### src/pwmo_pkg.sv
// Constants, field layout and action codes for the PWM output-action logic
// Behaviour
// - Bits 5:4 hold compare A up action
// - Compare-up events only in up/down mode
// - Action codes: keep, toggle, low, high
// - Bits 3:2 hold counter equals load action
// - Bits 1:0 hold counter equals zero action
// - Down mode four events, up/down six
// - Zero or load beats any compare
// - Output B: compare B beats compare A
// - Per-generator B control at 0x064/0x0A4/0x0E4
// - B output driven only by its events
// - Output A: compare A beats compare B
// - Bits 11:10 B down, 9:8 B up, 7:6 A down
package pwmo_pkg;

  localparam int GEN_COUNT = 3;
  localparam int ADDR_W    = 12;
  localparam int DATA_W    = 32;
  localparam int CTL_W     = 12;
  localparam int ACT_W     = 2;

  // Byte addresses of the per-generator action registers
  localparam logic [GEN_COUNT-1:0][ADDR_W-1:0] OUT_A_OFS = {12'h0E0, 12'h0A0, 12'h060};
  localparam logic [GEN_COUNT-1:0][ADDR_W-1:0] OUT_B_OFS = {12'h0E4, 12'h0A4, 12'h064};
  localparam logic [ADDR_W-1:0] GEN_CTL_OFS = 12'h100;
  localparam logic [ADDR_W-1:0] OUT_STS_OFS = 12'h104;

  // Action field positions inside an output control register
  localparam int FLD_ZERO_LSB  = 0;
  localparam int FLD_LOAD_LSB  = 2;
  localparam int FLD_CAUP_LSB  = 4;
  localparam int FLD_CADN_LSB  = 6;
  localparam int FLD_CBUP_LSB  = 8;
  localparam int FLD_CBDN_LSB  = 10;

  localparam logic [CTL_W-1:0]     CTL_RESET  = 12'h000;
  localparam logic [GEN_COUNT-1:0] MODE_RESET = 3'h0;
  localparam logic                 OUT_RESET  = 1'h0;

  localparam logic [1:0] RESP_OKAY   = 2'h0;
  localparam logic [1:0] RESP_SLVERR = 2'h2;

  typedef enum logic [1:0] {
    ACT_NONE   = 2'h0,
    ACT_TOGGLE = 2'h1,
    ACT_LOW    = 2'h2,
    ACT_HIGH   = 2'h3
  } pwmo_act_e;

endpackage

### src/pwmo_evt_if.sv
// Event and control bundle between the top and one output-action unit
`timescale 1ns/10ps
interface pwmo_evt_if;
  import pwmo_pkg::*;
  logic             cnt_zero;
  logic             cnt_load;
  logic             cmp_a;
  logic             cmp_b;
  logic             count_up;
  logic             mode_updown;
  logic [CTL_W-1:0] ctl;
  logic             out;

  modport src (output cnt_zero, cnt_load, cmp_a, cmp_b, count_up, mode_updown, ctl,
                input out);
  modport unit (input cnt_zero, cnt_load, cmp_a, cmp_b, count_up, mode_updown, ctl,
                output out);
endinterface

### src/pwmo_action_unit.sv
// One PWM output: event priority and two-bit action applied to a registered level
`timescale 1ns/10ps
module pwmo_action_unit
  import pwmo_pkg::*;
#(
  parameter bit CMP_B_FIRST = 1'b0
) (
  input  wire logic  aclk,
  input  wire logic  aresetn,
  input  wire logic  clk_en,
  pwmo_evt_if.unit   ev
);

  wire       cmp_is_up   = ev.mode_updown & ev.count_up;
  wire [1:0] act_zero    = ev.ctl[FLD_ZERO_LSB +: ACT_W];
  wire [1:0] act_load    = ev.ctl[FLD_LOAD_LSB +: ACT_W];
  wire [1:0] act_a_up    = ev.ctl[FLD_CAUP_LSB +: ACT_W];
  wire [1:0] act_a_down  = ev.ctl[FLD_CADN_LSB +: ACT_W];
  wire [1:0] act_b_up    = ev.ctl[FLD_CBUP_LSB +: ACT_W];
  wire [1:0] act_b_down  = ev.ctl[FLD_CBDN_LSB +: ACT_W];
  // Down-only mode folds every compare match onto the down fields
  wire [1:0] act_cmp_a   = cmp_is_up ? act_a_up : act_a_down;
  wire [1:0] act_cmp_b   = cmp_is_up ? act_b_up : act_b_down;
  // Zero ranks above load; both happen together only with a zero load value
  wire       win_a       = ev.cmp_a & ~(CMP_B_FIRST & ev.cmp_b);
  wire [1:0] act_cmp     = win_a ? act_cmp_a : act_cmp_b;
  wire       any_cmp     = ev.cmp_a | ev.cmp_b;
  wire [1:0] act_sel     = ev.cnt_zero ? act_zero :
                           ev.cnt_load ? act_load :
                           any_cmp     ? act_cmp  : ACT_NONE;
  logic      out_next;

  always_comb begin
    unique case (pwmo_act_e'(act_sel))
      ACT_NONE:   out_next = ev.out;
      ACT_TOGGLE: out_next = ~ev.out;
      ACT_LOW:    out_next = 1'b0;
      ACT_HIGH:   out_next = 1'b1;
    endcase
  end

  always_ff @(posedge aclk) begin
    if (!aresetn) begin
      ev.out <= OUT_RESET;
    end else if (clk_en) begin
      ev.out <= out_next;
    end
  end

  wire no_zl = ~ev.cnt_zero & ~ev.cnt_load;
endmodule

### src/pwmo_action_logic.sv
// Top of the PWM output-action logic: AXI4-Lite registers and six action units
//
// The AXI4-Lite register port was chosen for this implementation.
`timescale 1ns/10ps
module pwmo_action_logic
  import pwmo_pkg::*;
(
  input  wire logic                  aclk,
  input  wire logic                  aresetn,
  input  wire logic                  clk_en,
  // Counter and comparator pulses and count direction, one bit per generator
  input  wire logic [GEN_COUNT-1:0]  cnt_zero,
  input  wire logic [GEN_COUNT-1:0]  cnt_load,
  input  wire logic [GEN_COUNT-1:0]  cmp_a_match,
  input  wire logic [GEN_COUNT-1:0]  cmp_b_match,
  input  wire logic [GEN_COUNT-1:0]  cnt_dir_up,
  output logic      [GEN_COUNT-1:0]  gen_out_a,
  output logic      [GEN_COUNT-1:0]  gen_out_b,
  // AXI4-Lite slave
  input  wire logic [ADDR_W-1:0]     s_axi_awaddr,
  input  wire logic [2:0]            s_axi_awprot,
  input  wire logic                  s_axi_awvalid,
  output logic                       s_axi_awready,
  input  wire logic [DATA_W-1:0]     s_axi_wdata,
  input  wire logic [DATA_W/8-1:0]   s_axi_wstrb,
  input  wire logic                  s_axi_wvalid,
  output logic                       s_axi_wready,
  output logic [1:0]                 s_axi_bresp,
  output logic                       s_axi_bvalid,
  input  wire logic                  s_axi_bready,
  input  wire logic [ADDR_W-1:0]     s_axi_araddr,
  input  wire logic [2:0]            s_axi_arprot,
  input  wire logic                  s_axi_arvalid,
  output logic                       s_axi_arready,
  output logic [DATA_W-1:0]          s_axi_rdata,
  output logic [1:0]                 s_axi_rresp,
  output logic                       s_axi_rvalid,
  input  wire logic                  s_axi_rready
);

  // Register storage
  logic [CTL_W-1:0]     out_a_ctl_reg [GEN_COUNT];
  logic [CTL_W-1:0]     out_b_ctl_reg [GEN_COUNT];
  logic [GEN_COUNT-1:0] gen_mode_reg;

  // Write channel state
  logic                 aw_held_reg;
  logic                 aw_held_next;
  logic                 w_held_reg;
  logic                 w_held_next;
  logic [ADDR_W-1:0]    waddr_reg;
  logic [DATA_W-1:0]    wdata_reg;
  logic [DATA_W/8-1:0]  wstrb_reg;
  logic                 awready_reg;
  logic                 wready_reg;
  logic                 bvalid_reg;
  logic                 bvalid_next;
  logic [1:0]           bresp_reg;

  // Read channel state
  logic                 arready_reg;
  logic                 rvalid_reg;
  logic                 rvalid_next;
  logic [DATA_W-1:0]    rdata_reg;
  logic [1:0]           rresp_reg;

  // Handshakes
  wire aw_take = s_axi_awvalid & awready_reg;
  wire w_take  = s_axi_wvalid & wready_reg;
  wire ar_take = s_axi_arvalid & arready_reg;
  // A write commits only once both halves are held and the last response is gone
  wire wr_commit = aw_held_reg & w_held_reg & ~bvalid_reg;

  assign aw_held_next = wr_commit ? 1'b0 : (aw_take | aw_held_reg);
  assign w_held_next  = wr_commit ? 1'b0 : (w_take | w_held_reg);
  assign bvalid_next  = wr_commit | (bvalid_reg & ~s_axi_bready);
  assign rvalid_next  = ar_take | (rvalid_reg & ~s_axi_rready);

  // Write and read address decode
  logic [GEN_COUNT-1:0] wr_hit_a;
  logic [GEN_COUNT-1:0] wr_hit_b;
  logic [GEN_COUNT-1:0] rd_hit_a;
  logic [GEN_COUNT-1:0] rd_hit_b;

  wire wr_hit_mode = (waddr_reg == GEN_CTL_OFS);
  wire wr_hit_sts  = (waddr_reg == OUT_STS_OFS);
  wire wr_mapped   = (|wr_hit_a) | (|wr_hit_b) | wr_hit_mode | wr_hit_sts;
  wire rd_hit_mode = (s_axi_araddr == GEN_CTL_OFS);
  wire rd_hit_sts  = (s_axi_araddr == OUT_STS_OFS);
  wire rd_mapped   = (|rd_hit_a) | (|rd_hit_b) | rd_hit_mode | rd_hit_sts;

  // Merge byte lanes; bits above the stored width are dropped
  function automatic logic [CTL_W-1:0] merge_ctl(input logic [CTL_W-1:0]    old_v,
                                                 input logic [DATA_W-1:0]   new_v,
                                                 input logic [DATA_W/8-1:0] strb);
    logic [CTL_W-1:0] res;
    res = old_v;
    if (strb[0]) begin
      res[7:0] = new_v[7:0];
    end
    if (strb[1]) begin
      res[CTL_W-1:8] = new_v[CTL_W-1:8];
    end
    return res;
  endfunction

  // Read data slots, one per register, OR-combined below
  logic [DATA_W-1:0] rd_slot_a [GEN_COUNT];
  logic [DATA_W-1:0] rd_slot_b [GEN_COUNT];
  logic [DATA_W-1:0] rd_word;

  wire [DATA_W-1:0] rd_mode_word = rd_hit_mode ?
                                   {{(DATA_W-GEN_COUNT){1'b0}}, gen_mode_reg} : '0;
  wire [DATA_W-1:0] rd_sts_word  = rd_hit_sts ?
                                   {{(DATA_W-2*GEN_COUNT){1'b0}}, gen_out_b, gen_out_a} : '0;

  always_comb begin
    rd_word = rd_mode_word | rd_sts_word;
    for (int g = 0; g < GEN_COUNT; g++) begin
      rd_word = rd_word | rd_slot_a[g] | rd_slot_b[g];
    end
  end

  // Per-generator decode, registers and the two output units
  for (genvar g = 0; g < GEN_COUNT; g++) begin : gen_blk
    pwmo_evt_if ev_a ();
    pwmo_evt_if ev_b ();

    assign wr_hit_a[g] = (waddr_reg == OUT_A_OFS[g]);
    assign wr_hit_b[g] = (waddr_reg == OUT_B_OFS[g]);
    assign rd_hit_a[g] = (s_axi_araddr == OUT_A_OFS[g]);
    assign rd_hit_b[g] = (s_axi_araddr == OUT_B_OFS[g]);
    assign rd_slot_a[g] = rd_hit_a[g] ? {{(DATA_W-CTL_W){1'b0}}, out_a_ctl_reg[g]} : '0;
    assign rd_slot_b[g] = rd_hit_b[g] ? {{(DATA_W-CTL_W){1'b0}}, out_b_ctl_reg[g]} : '0;

    always_ff @(posedge aclk) begin
      if (!aresetn) begin
        out_a_ctl_reg[g] <= CTL_RESET;
        out_b_ctl_reg[g] <= CTL_RESET;
      end else if (clk_en && wr_commit) begin
        if (wr_hit_a[g]) begin
          out_a_ctl_reg[g] <= merge_ctl(out_a_ctl_reg[g], wdata_reg, wstrb_reg);
        end
        if (wr_hit_b[g]) begin
          out_b_ctl_reg[g] <= merge_ctl(out_b_ctl_reg[g], wdata_reg, wstrb_reg);
        end
      end
    end

    // Both outputs see the same events; only priority and field set differ
    assign ev_a.cnt_zero    = cnt_zero[g];
    assign ev_a.cnt_load    = cnt_load[g];
    assign ev_a.cmp_a       = cmp_a_match[g];
    assign ev_a.cmp_b       = cmp_b_match[g];
    assign ev_a.count_up    = cnt_dir_up[g];
    assign ev_a.mode_updown = gen_mode_reg[g];
    assign ev_a.ctl         = out_a_ctl_reg[g];

    assign ev_b.cnt_zero    = cnt_zero[g];
    assign ev_b.cnt_load    = cnt_load[g];
    assign ev_b.cmp_a       = cmp_a_match[g];
    assign ev_b.cmp_b       = cmp_b_match[g];
    assign ev_b.count_up    = cnt_dir_up[g];
    assign ev_b.mode_updown = gen_mode_reg[g];
    assign ev_b.ctl         = out_b_ctl_reg[g];

    pwmo_action_unit #(
      .CMP_B_FIRST (1'b0)
    ) u_out_a (
      .aclk    (aclk),
      .aresetn (aresetn),
      .clk_en  (clk_en),
      .ev      (ev_a)
    );

    pwmo_action_unit #(
      .CMP_B_FIRST (1'b1)
    ) u_out_b (
      .aclk    (aclk),
      .aresetn (aresetn),
      .clk_en  (clk_en),
      .ev      (ev_b)
    );

    // Unit flops drive the pins directly
    assign gen_out_a[g] = ev_a.out;
    assign gen_out_b[g] = ev_b.out;
  end

  // Counting-mode register, one bit per generator
  always_ff @(posedge aclk) begin
    if (!aresetn) begin
      gen_mode_reg <= MODE_RESET;
    end else if (clk_en && wr_commit && wr_hit_mode && wstrb_reg[0]) begin
      gen_mode_reg <= wdata_reg[GEN_COUNT-1:0];
    end
  end

  // Write address and data capture
  always_ff @(posedge aclk) begin
    if (!aresetn) begin
      aw_held_reg <= 1'b0;
      w_held_reg  <= 1'b0;
      awready_reg <= 1'b0;
      wready_reg  <= 1'b0;
    end else if (clk_en) begin
      aw_held_reg <= aw_held_next;
      w_held_reg  <= w_held_next;
      awready_reg <= ~aw_held_next;
      wready_reg  <= ~w_held_next;
    end
  end

  always_ff @(posedge aclk) begin
    if (!aresetn) begin
      waddr_reg <= '0;
      wdata_reg <= '0;
      wstrb_reg <= '0;
    end else if (clk_en) begin
      if (aw_take) begin
        waddr_reg <= s_axi_awaddr;
      end
      if (w_take) begin
        wdata_reg <= s_axi_wdata;
        wstrb_reg <= s_axi_wstrb;
      end
    end
  end

  // Write response; the status word is read-only, so writing it is an error
  always_ff @(posedge aclk) begin
    if (!aresetn) begin
      bvalid_reg <= 1'b0;
      bresp_reg  <= RESP_OKAY;
    end else if (clk_en) begin
      bvalid_reg <= bvalid_next;
      if (wr_commit) begin
        bresp_reg <= (wr_mapped && !wr_hit_sts) ? RESP_OKAY : RESP_SLVERR;
      end
    end
  end

  // Read channel; the address is sampled at the handshake edge
  always_ff @(posedge aclk) begin
    if (!aresetn) begin
      arready_reg <= 1'b0;
      rvalid_reg  <= 1'b0;
      rdata_reg   <= '0;
      rresp_reg   <= RESP_OKAY;
    end else if (clk_en) begin
      arready_reg <= ~rvalid_next;
      rvalid_reg  <= rvalid_next;
      if (ar_take) begin
        rdata_reg <= rd_word;
        rresp_reg <= rd_mapped ? RESP_OKAY : RESP_SLVERR;
      end
    end
  end

  assign s_axi_awready = awready_reg;
  assign s_axi_wready  = wready_reg;
  assign s_axi_bvalid  = bvalid_reg;
  assign s_axi_bresp   = bresp_reg;
  assign s_axi_arready = arready_reg;
  assign s_axi_rvalid  = rvalid_reg;
  assign s_axi_rdata   = rdata_reg;
  assign s_axi_rresp   = rresp_reg;
endmodule

### config.mk
export PLATFORM = sky130hd
export DESIGN_NAME = pwmo_action_logic
export DESIGN_NICKNAME = d
export VERILOG_FILES = /design/src/pwmo_pkg.sv /design/src/pwmo_evt_if.sv /design/src/pwmo_action_unit.sv /design/src/pwmo_action_logic.sv
export SDC_FILE = /design/constraint.sdc
export NUM_CORES = 1
export LEC_CHECK = 0
export BUFFER_PORTS_ARGS = -buffer_cell sky130_fd_sc_hd__buf_4
export CORE_MARGIN = 2
export CORE_UTILIZATION = 50
export DETAILED_ROUTE_END_ITERATION = 7
export PLACE_DENSITY = 0.78
export SYNTH_ARGS = -nofsm -noshare
export SYNTH_HDL_FRONTEND = slang
export SYNTH_HIERARCHICAL = 1
export SYNTH_SLANG_ARGS = --single-unit
### constraint.sdc
create_clock -name aclk -period 2.2 [get_ports aclk]
set_input_delay 0.44 -clock aclk [delete_from_list [all_inputs] [get_ports aclk]]
set_output_delay 0.44 -clock aclk [all_outputs]
set_load 0.02 [all_outputs]
==> flow_summary.toml, run 1 <==
[synth]
netlist-cell-type-count = 71
synth_enable_flop_cells = 72
synth_most_common_cell = "and2_1"
async_flop_share_pct = 0
ys_top_cells_by_area = "edfxtp_1 31%, dfxtp_1 16%, and2_1 7.0%, nand2_1 3.7%, a21oi_1 3.5%"
yosys_warnings = 6
synthesis.area_sq_um = 6930
syn_inst = 692
yosysTopAreaCellShare_pct = 31.2
synth_ff_type = "edfxtp_1"
netlist.top_cell.by_area = "edfxtp_1"
yosysSeqAreaShare_pct = 47.4
avgSynthCellArea_sq_um = 10.0
ys_seq_elements = 128
synth.top_cells.by_count = "78 x and2_1, 72 x edfxtp_1, 69 x nand2_1, 56 x dfxtp_1, 48 x a21oi_1"

[placement]
pre_cts_ws_ps = 47.6
gp_congestion = 0.971
port_buffers = 85
dp.cells = 943
hpwl_microns = 14900

[floorplan]
die_w_microns = 122
num_rows = 43
coreArea_sq_um = 13700
die_y_microns = 122
ioPinCount = 136
dieArea_sq_um = 14800
initial_utilization_pct = 50.5

[finish]
nNetsFinal = 871
final.fill_count = 1171
syn_to_final_growth_pct = 18.8
drive_gt1_share_pct = 21.5
stdcell_count = 974
diodes = 0

[worst_setup_path]
crit_fanout = 7
cp_top_family = "simple AND/OR/NAND/NOR gates"
startpoint_type = "flop"
worst-path-buf-inv = 0
worstSetupPathType = "flop to flop"
worstPathRequired_ps = 2270
end_kind = "flop"
max_stage_delay_ps = 400
crit_chain = "nor4_2 > and3_1 > nand3_1 > o21ai_1"
crit_arrival_ps = 2020
slowest_stage = "o21ai_1"

[grt]
grt_pass1_vias = 5512
grt_overflow = 0
antenna_found_initial = 0
grt_pass1_wl_microns = 30000
grt_usage_pct = 27.2
grt_max_degree = 30

[power]
p_per_area_nw_per_um2 = 703
power.leakage_nw = 3.15
peakVddDrop_uv = 459

[routing]
final_antenna_net_count = 0
first_pass_iters = 5
vias = 5761
drt-total-wl_microns = 19500
wl_per_cell_microns = 20.0
vias_per_cell = 5.91
drc = 0
dr.first_iter.drc_count = 659

[sta]
slew_viol_final = 0
period_share_pct = 88.8
tns_ps = 0
finalSetupViolCount = 0
tightest_slew_ps = 564
slew_headroom_pct = 62.3
whs_ps = 271
worst_slack_ps = 245
fmax_mhz = 512
final-hold-violation-count = 0
finClkSkew_ps = 8.36
rsz0062_at_grt = "false"
min_period_ps = 1950

[clock_network]
clock-root-buffer = "clkbuf_16"
clkTransAtPathRegs_ps = 50
cts_made_buffers = 17
hold_buffers = 0
cts_setup_buffers = 0
htree_levels = 4
clk-insertion-delay-late_ps = 420
clk_path_buf_depth = 2
cts_tree = "built"
clkSinkCount = 128

[run_status]
outcome = "finished clean"

[hold_path]
min_path_type = "input pin to flop"

[run]
cap_violations = 0
## cells in the final DEF, fill, tap and decap left out, types with 4 or more instances in the layout
| cell | n |
|---|---|
| a21boi_0 | 12 |
| a21oi_1 | 48 |
| a22oi_1 | 8 |
| a31oi_1 | 12 |
| and2_1 | 78 |
| and2b_2 | 6 |
| and3_1 | 13 |
| and4_1 | 6 |
| buf_4 | 108 |
| clkbuf_1 | 5 |
| clkbuf_16 | 17 |
| conb_1 | 22 |
| dfxtp_1 | 56 |
| edfxtp_1 | 72 |
| inv_1 | 8 |
| mux2_1 | 5 |
| mux2i_1 | 22 |
| nand2_1 | 69 |
| nand2b_1 | 7 |
| nand3_1 | 23 |
| nand3b_1 | 5 |
| nand4_1 | 7 |
| nor2_1 | 21 |
| nor3_1 | 6 |
| nor3b_1 | 4 |
| nor4_1 | 6 |
| o21ai_0 | 17 |
| o21ai_1 | 20 |
| o2bb2ai_1 | 11 |
| o311ai_0 | 6 |
| or2b_1 | 6 |
## report_power, final
group | internal (mW) | leakage (nW) | switching [mW] | total (mW)
Sequential | 2.61 | 1.20 | 0.0936 | 2.70
Combinational | 0.253 | 1.69 | 0.337 | 0.591
Clock | 1.52 | 0.262 | 0.975 | 2.49
Total | 4.38 | 3.15 | 1.41 | 5.79
## stage by stage
| stage | cell area (sq um) | utilization, % | power (mW) |
|---|---|---|---|
| global placement | 7700 | 56.2 | 3.31 |
| global route | 8230 | 60.0 | 5.97 |
| finish | 8230 | 60.0 | 5.79 |
| detailed placement | 7700 | 56.2 | 3.33 |
| floorplan | 7000 | - | 3.08 |
| CTS | 8220 | 59.9 | 5.79 |
## cells by family after synthesis
logic type	count (synthesis)	share of synthesized area (%)
AO/OA/AOI/OAI	170	17.1
flip-flops	128	47.4
AND/OR/NAND/NOR	287	24.1
other	1	0.0541
buffers and inverters	68	5.40
multiplexers	32	5.19
XOR/XNOR	6	0.759
## metal layers
layer  vias up  wire length, microns  GRT usage, %
met5         -                     0             0
met4         0                   772          14.2
met3        53                  1300          4.68
met2       281                  9310          44.1
met1      2710                  8130          35.1
li1       2717                     -             -
## cell type report
| cell class | count | area, sq um | share of cell area (%) |
|---|---|---|---|
| clock inverter | 6 | 33.8 | 0.411 |
| sequential | 128 | 3280 | 39.9 |
| tap | 180 | 225 | 2.74 |
| inverter | 10 | 37.5 | 0.456 |
| clock buffer | 25 | 485 | 5.90 |
| multi-input combinational | 517 | 3350 | 40.7 |
| timing repair buffer | 108 | 811 | 9.85 |
## what timing repair did
| item | in CTS | in global routing |
|---|---|---|
| endpoints found under the setup margin | 0 | 12 |
| endpoints found under the hold margin | 0 | 0 |
| resized for setup | 0 | 1 |
## tightest hold or removal path, cell delays in order
cell and delay, ps:
buf_4 110, nand2_1 40, a21oi_1 50
## path summary, 6_finish.rpt
check | from | end | slack, ps | cells after the start
max reg2reg | waddr_reg[10] | out_a_ctl_reg[1][8] | 250 | 4
min reg2reg | waddr_reg[3] | waddr_reg[3] | 460 | 2
max | waddr_reg[10] | out_a_ctl_reg[1][8] | 250 | 4
min | s_axi_awaddr[7] | waddr_reg[7] | 270 | 3
Note: power is estimated with default switching activity, not from simulation.
==> inputs of run 2 (changes only) <==
--- a/config.mk
+++ b/config.mk
@@ -9,6 +9,7 @@
 export CORE_MARGIN = 2
 export CORE_UTILIZATION = 50
 export DETAILED_ROUTE_END_ITERATION = 7
+export GPL_TIMING_DRIVEN = 0
 export PLACE_DENSITY = 0.78
 export SYNTH_ARGS = -nofsm -noshare
 export SYNTH_HDL_FRONTEND = slang
==> flow_summary.toml, run 2 (same netlist as run 1, synthesis figures left out) <==
[floorplan]
die_y_microns = 122
die_w_microns = 122
coreArea_sq_um = 13700
initial_utilization_pct = 50.5
dieArea_sq_um = 14800
num_rows = 43
ioPinCount = 136

[sta]
min_period_ps = 2100
slew_viol_final = 0
tightest_slew_ps = 832
whs_ps = 273
finalSetupViolCount = 0
period_share_pct = 95.4
fmax_mhz = 477
slew_headroom_pct = 44.6
final-hold-violation-count = 0
rsz0062_at_grt = "false"
finClkSkew_ps = 7.38

[worst_setup_path]
worst-path-buf-inv = 1
max_stage_delay_ps = 430
worstSetupPathType = "flop to flop"
crit_chain = "and4b_1 > nand4_1 > nor3_1 > clkbuf_1 > and2_1"
worstPathRequired_ps = 2470
cp_top_family = "simple AND/OR/NAND/NOR gates"
end_kind = "flop"
crit_arrival_ps = 2370
startpoint_type = "flop"
crit_fanout = 10
slowest_stage = "and4b_1"

[clock_network]
hold_buffers = 0
clk-insertion-delay-late_ps = 420
clk_path_buf_depth = 2
htree_levels = 4
clkSinkCount = 128
clock-root-buffer = "clkbuf_16"
cts_tree = "built"
cts_made_buffers = 17
clkTransAtPathRegs_ps = 60

[routing]
wl_met3_microns = 1600
vias = 6046
dr.first_iter.drc_count = 579
drc = 0
wl_per_cell_microns = 20.9
first_pass_iters = 6
vias_per_cell = 5.99
met1_length_microns = 8470
final_antenna_net_count = 0
wl_met2_microns = 10100
dr.max_layer_used = "met4"
drt-total-wl_microns = 21100

[run_status]
outcome = "finished clean"

[finish]
diodes = 0
fin_area_sq_um = 8550
layout_commonest_cell = "buf_4"
syn_to_final_growth_pct = 23.4
drive_gt1_share_pct = 23.7
nNetsFinal = 907
final_cell_mix = "114 x buf_4, 78 x and2_1, 72 x edfxtp_1"

[placement]
placed_area_sq_um = 7870
port_buffers = 85
gp_congestion = 0.949
hpwl_microns = 15800

[grt]
grt_usage_pct = 29.3
grt_pass1_vias = 5825
grt_pass1_wl_microns = 32100
antenna_found_initial = 0
grt_max_degree = 23
grt_overflow = 0

[power]
power.leakage_nw = 3.29
p_per_area_nw_per_um2 = 700
peakVddDrop_uv = 486

[hold_path]
min_path_type = "input pin to flop"

[run]
cap_violations = 0
run 2: power by group:
group | leakage, nW | total [mW] | switching, mW | internal [mW]
clock network | 0.265 | 2.63 | 1.03 | 1.59
logic | 1.82 | 0.653 | 0.361 | 0.292
registers | 1.20 | 2.71 | 0.0982 | 2.61
run 2: worst paths after layout:
| check | slack, ps | depth (start not counted) | from | to |
|---|---|---|---|---|
| setup / recovery | 100 | 5 | s_axi_bvalid | out_a_ctl_reg[2][0] |
| hold / removal | 270 | 3 | s_axi_wdata[11] | wdata_reg[11] |
| setup reg to reg | 100 | 5 | s_axi_bvalid | out_a_ctl_reg[2][0] |
| hold reg to reg | 470 | 2 | waddr_reg[9] | waddr_reg[9] |
run 2: final cells by class:
cell class | instances | area [sq um]
Tap cell | 180 | 225
Buffer | 56 | 329
Fill cell | 1119 | 5170
Clock buffer | 20 | 457
Sequential cell | 128 | 3280
Clock inverter | 11 | 90.1
Multi-Input combinational cell | 517 | 3440
Inverter | 10 | 37.5
Timing Repair Buffer | 88 | 686
run 2: what timing repair did:
item,4_1_cts,5_1_grt
gates resized for setup,15,2
endpoints found under the hold margin,0,0
pin swaps,5,0
setup buffers,3,0
endpoints found under the setup margin,52,72
run 2: worst min-delay path: cells and delay by family:
| kind | cells | cell delay (ps) |
|---|---|---|
| AO/OA/AOI/OAI | 1 | 50 |
| AND/OR/NAND/NOR | 1 | 50 |
| buffers and inverters | 1 | 110 |
run 2: metal layers:
metal / global-route usage (%) / vias up
met1: 36.6 / 2843
li1: - / 2784
met4: 15.9 / 0
met5: 0 / -
met2: 48.6 / 352
met3: 5.10 / 67
run 2: through the flow:
| step | power (mW) | instances | setup TNS, ps | worst slack [ps] | util [%] |
|---|---|---|---|---|---|
| floorplan | 3.08 | 713 | 0 | 48.3 | - |
| global placement | 3.36 | 978 | -39110 | -618 | 57.3 |
| finish | 5.99 | 1010 | 0 | 102 | 62.3 |
| global route | 6.15 | 1010 | 0 | 26.9 | 62.3 |
| CTS | 5.98 | 1011 | 0 | 60.8 | 62.3 |
| detailed placement | 3.38 | 978 | -51710 | -741 | 57.3 |
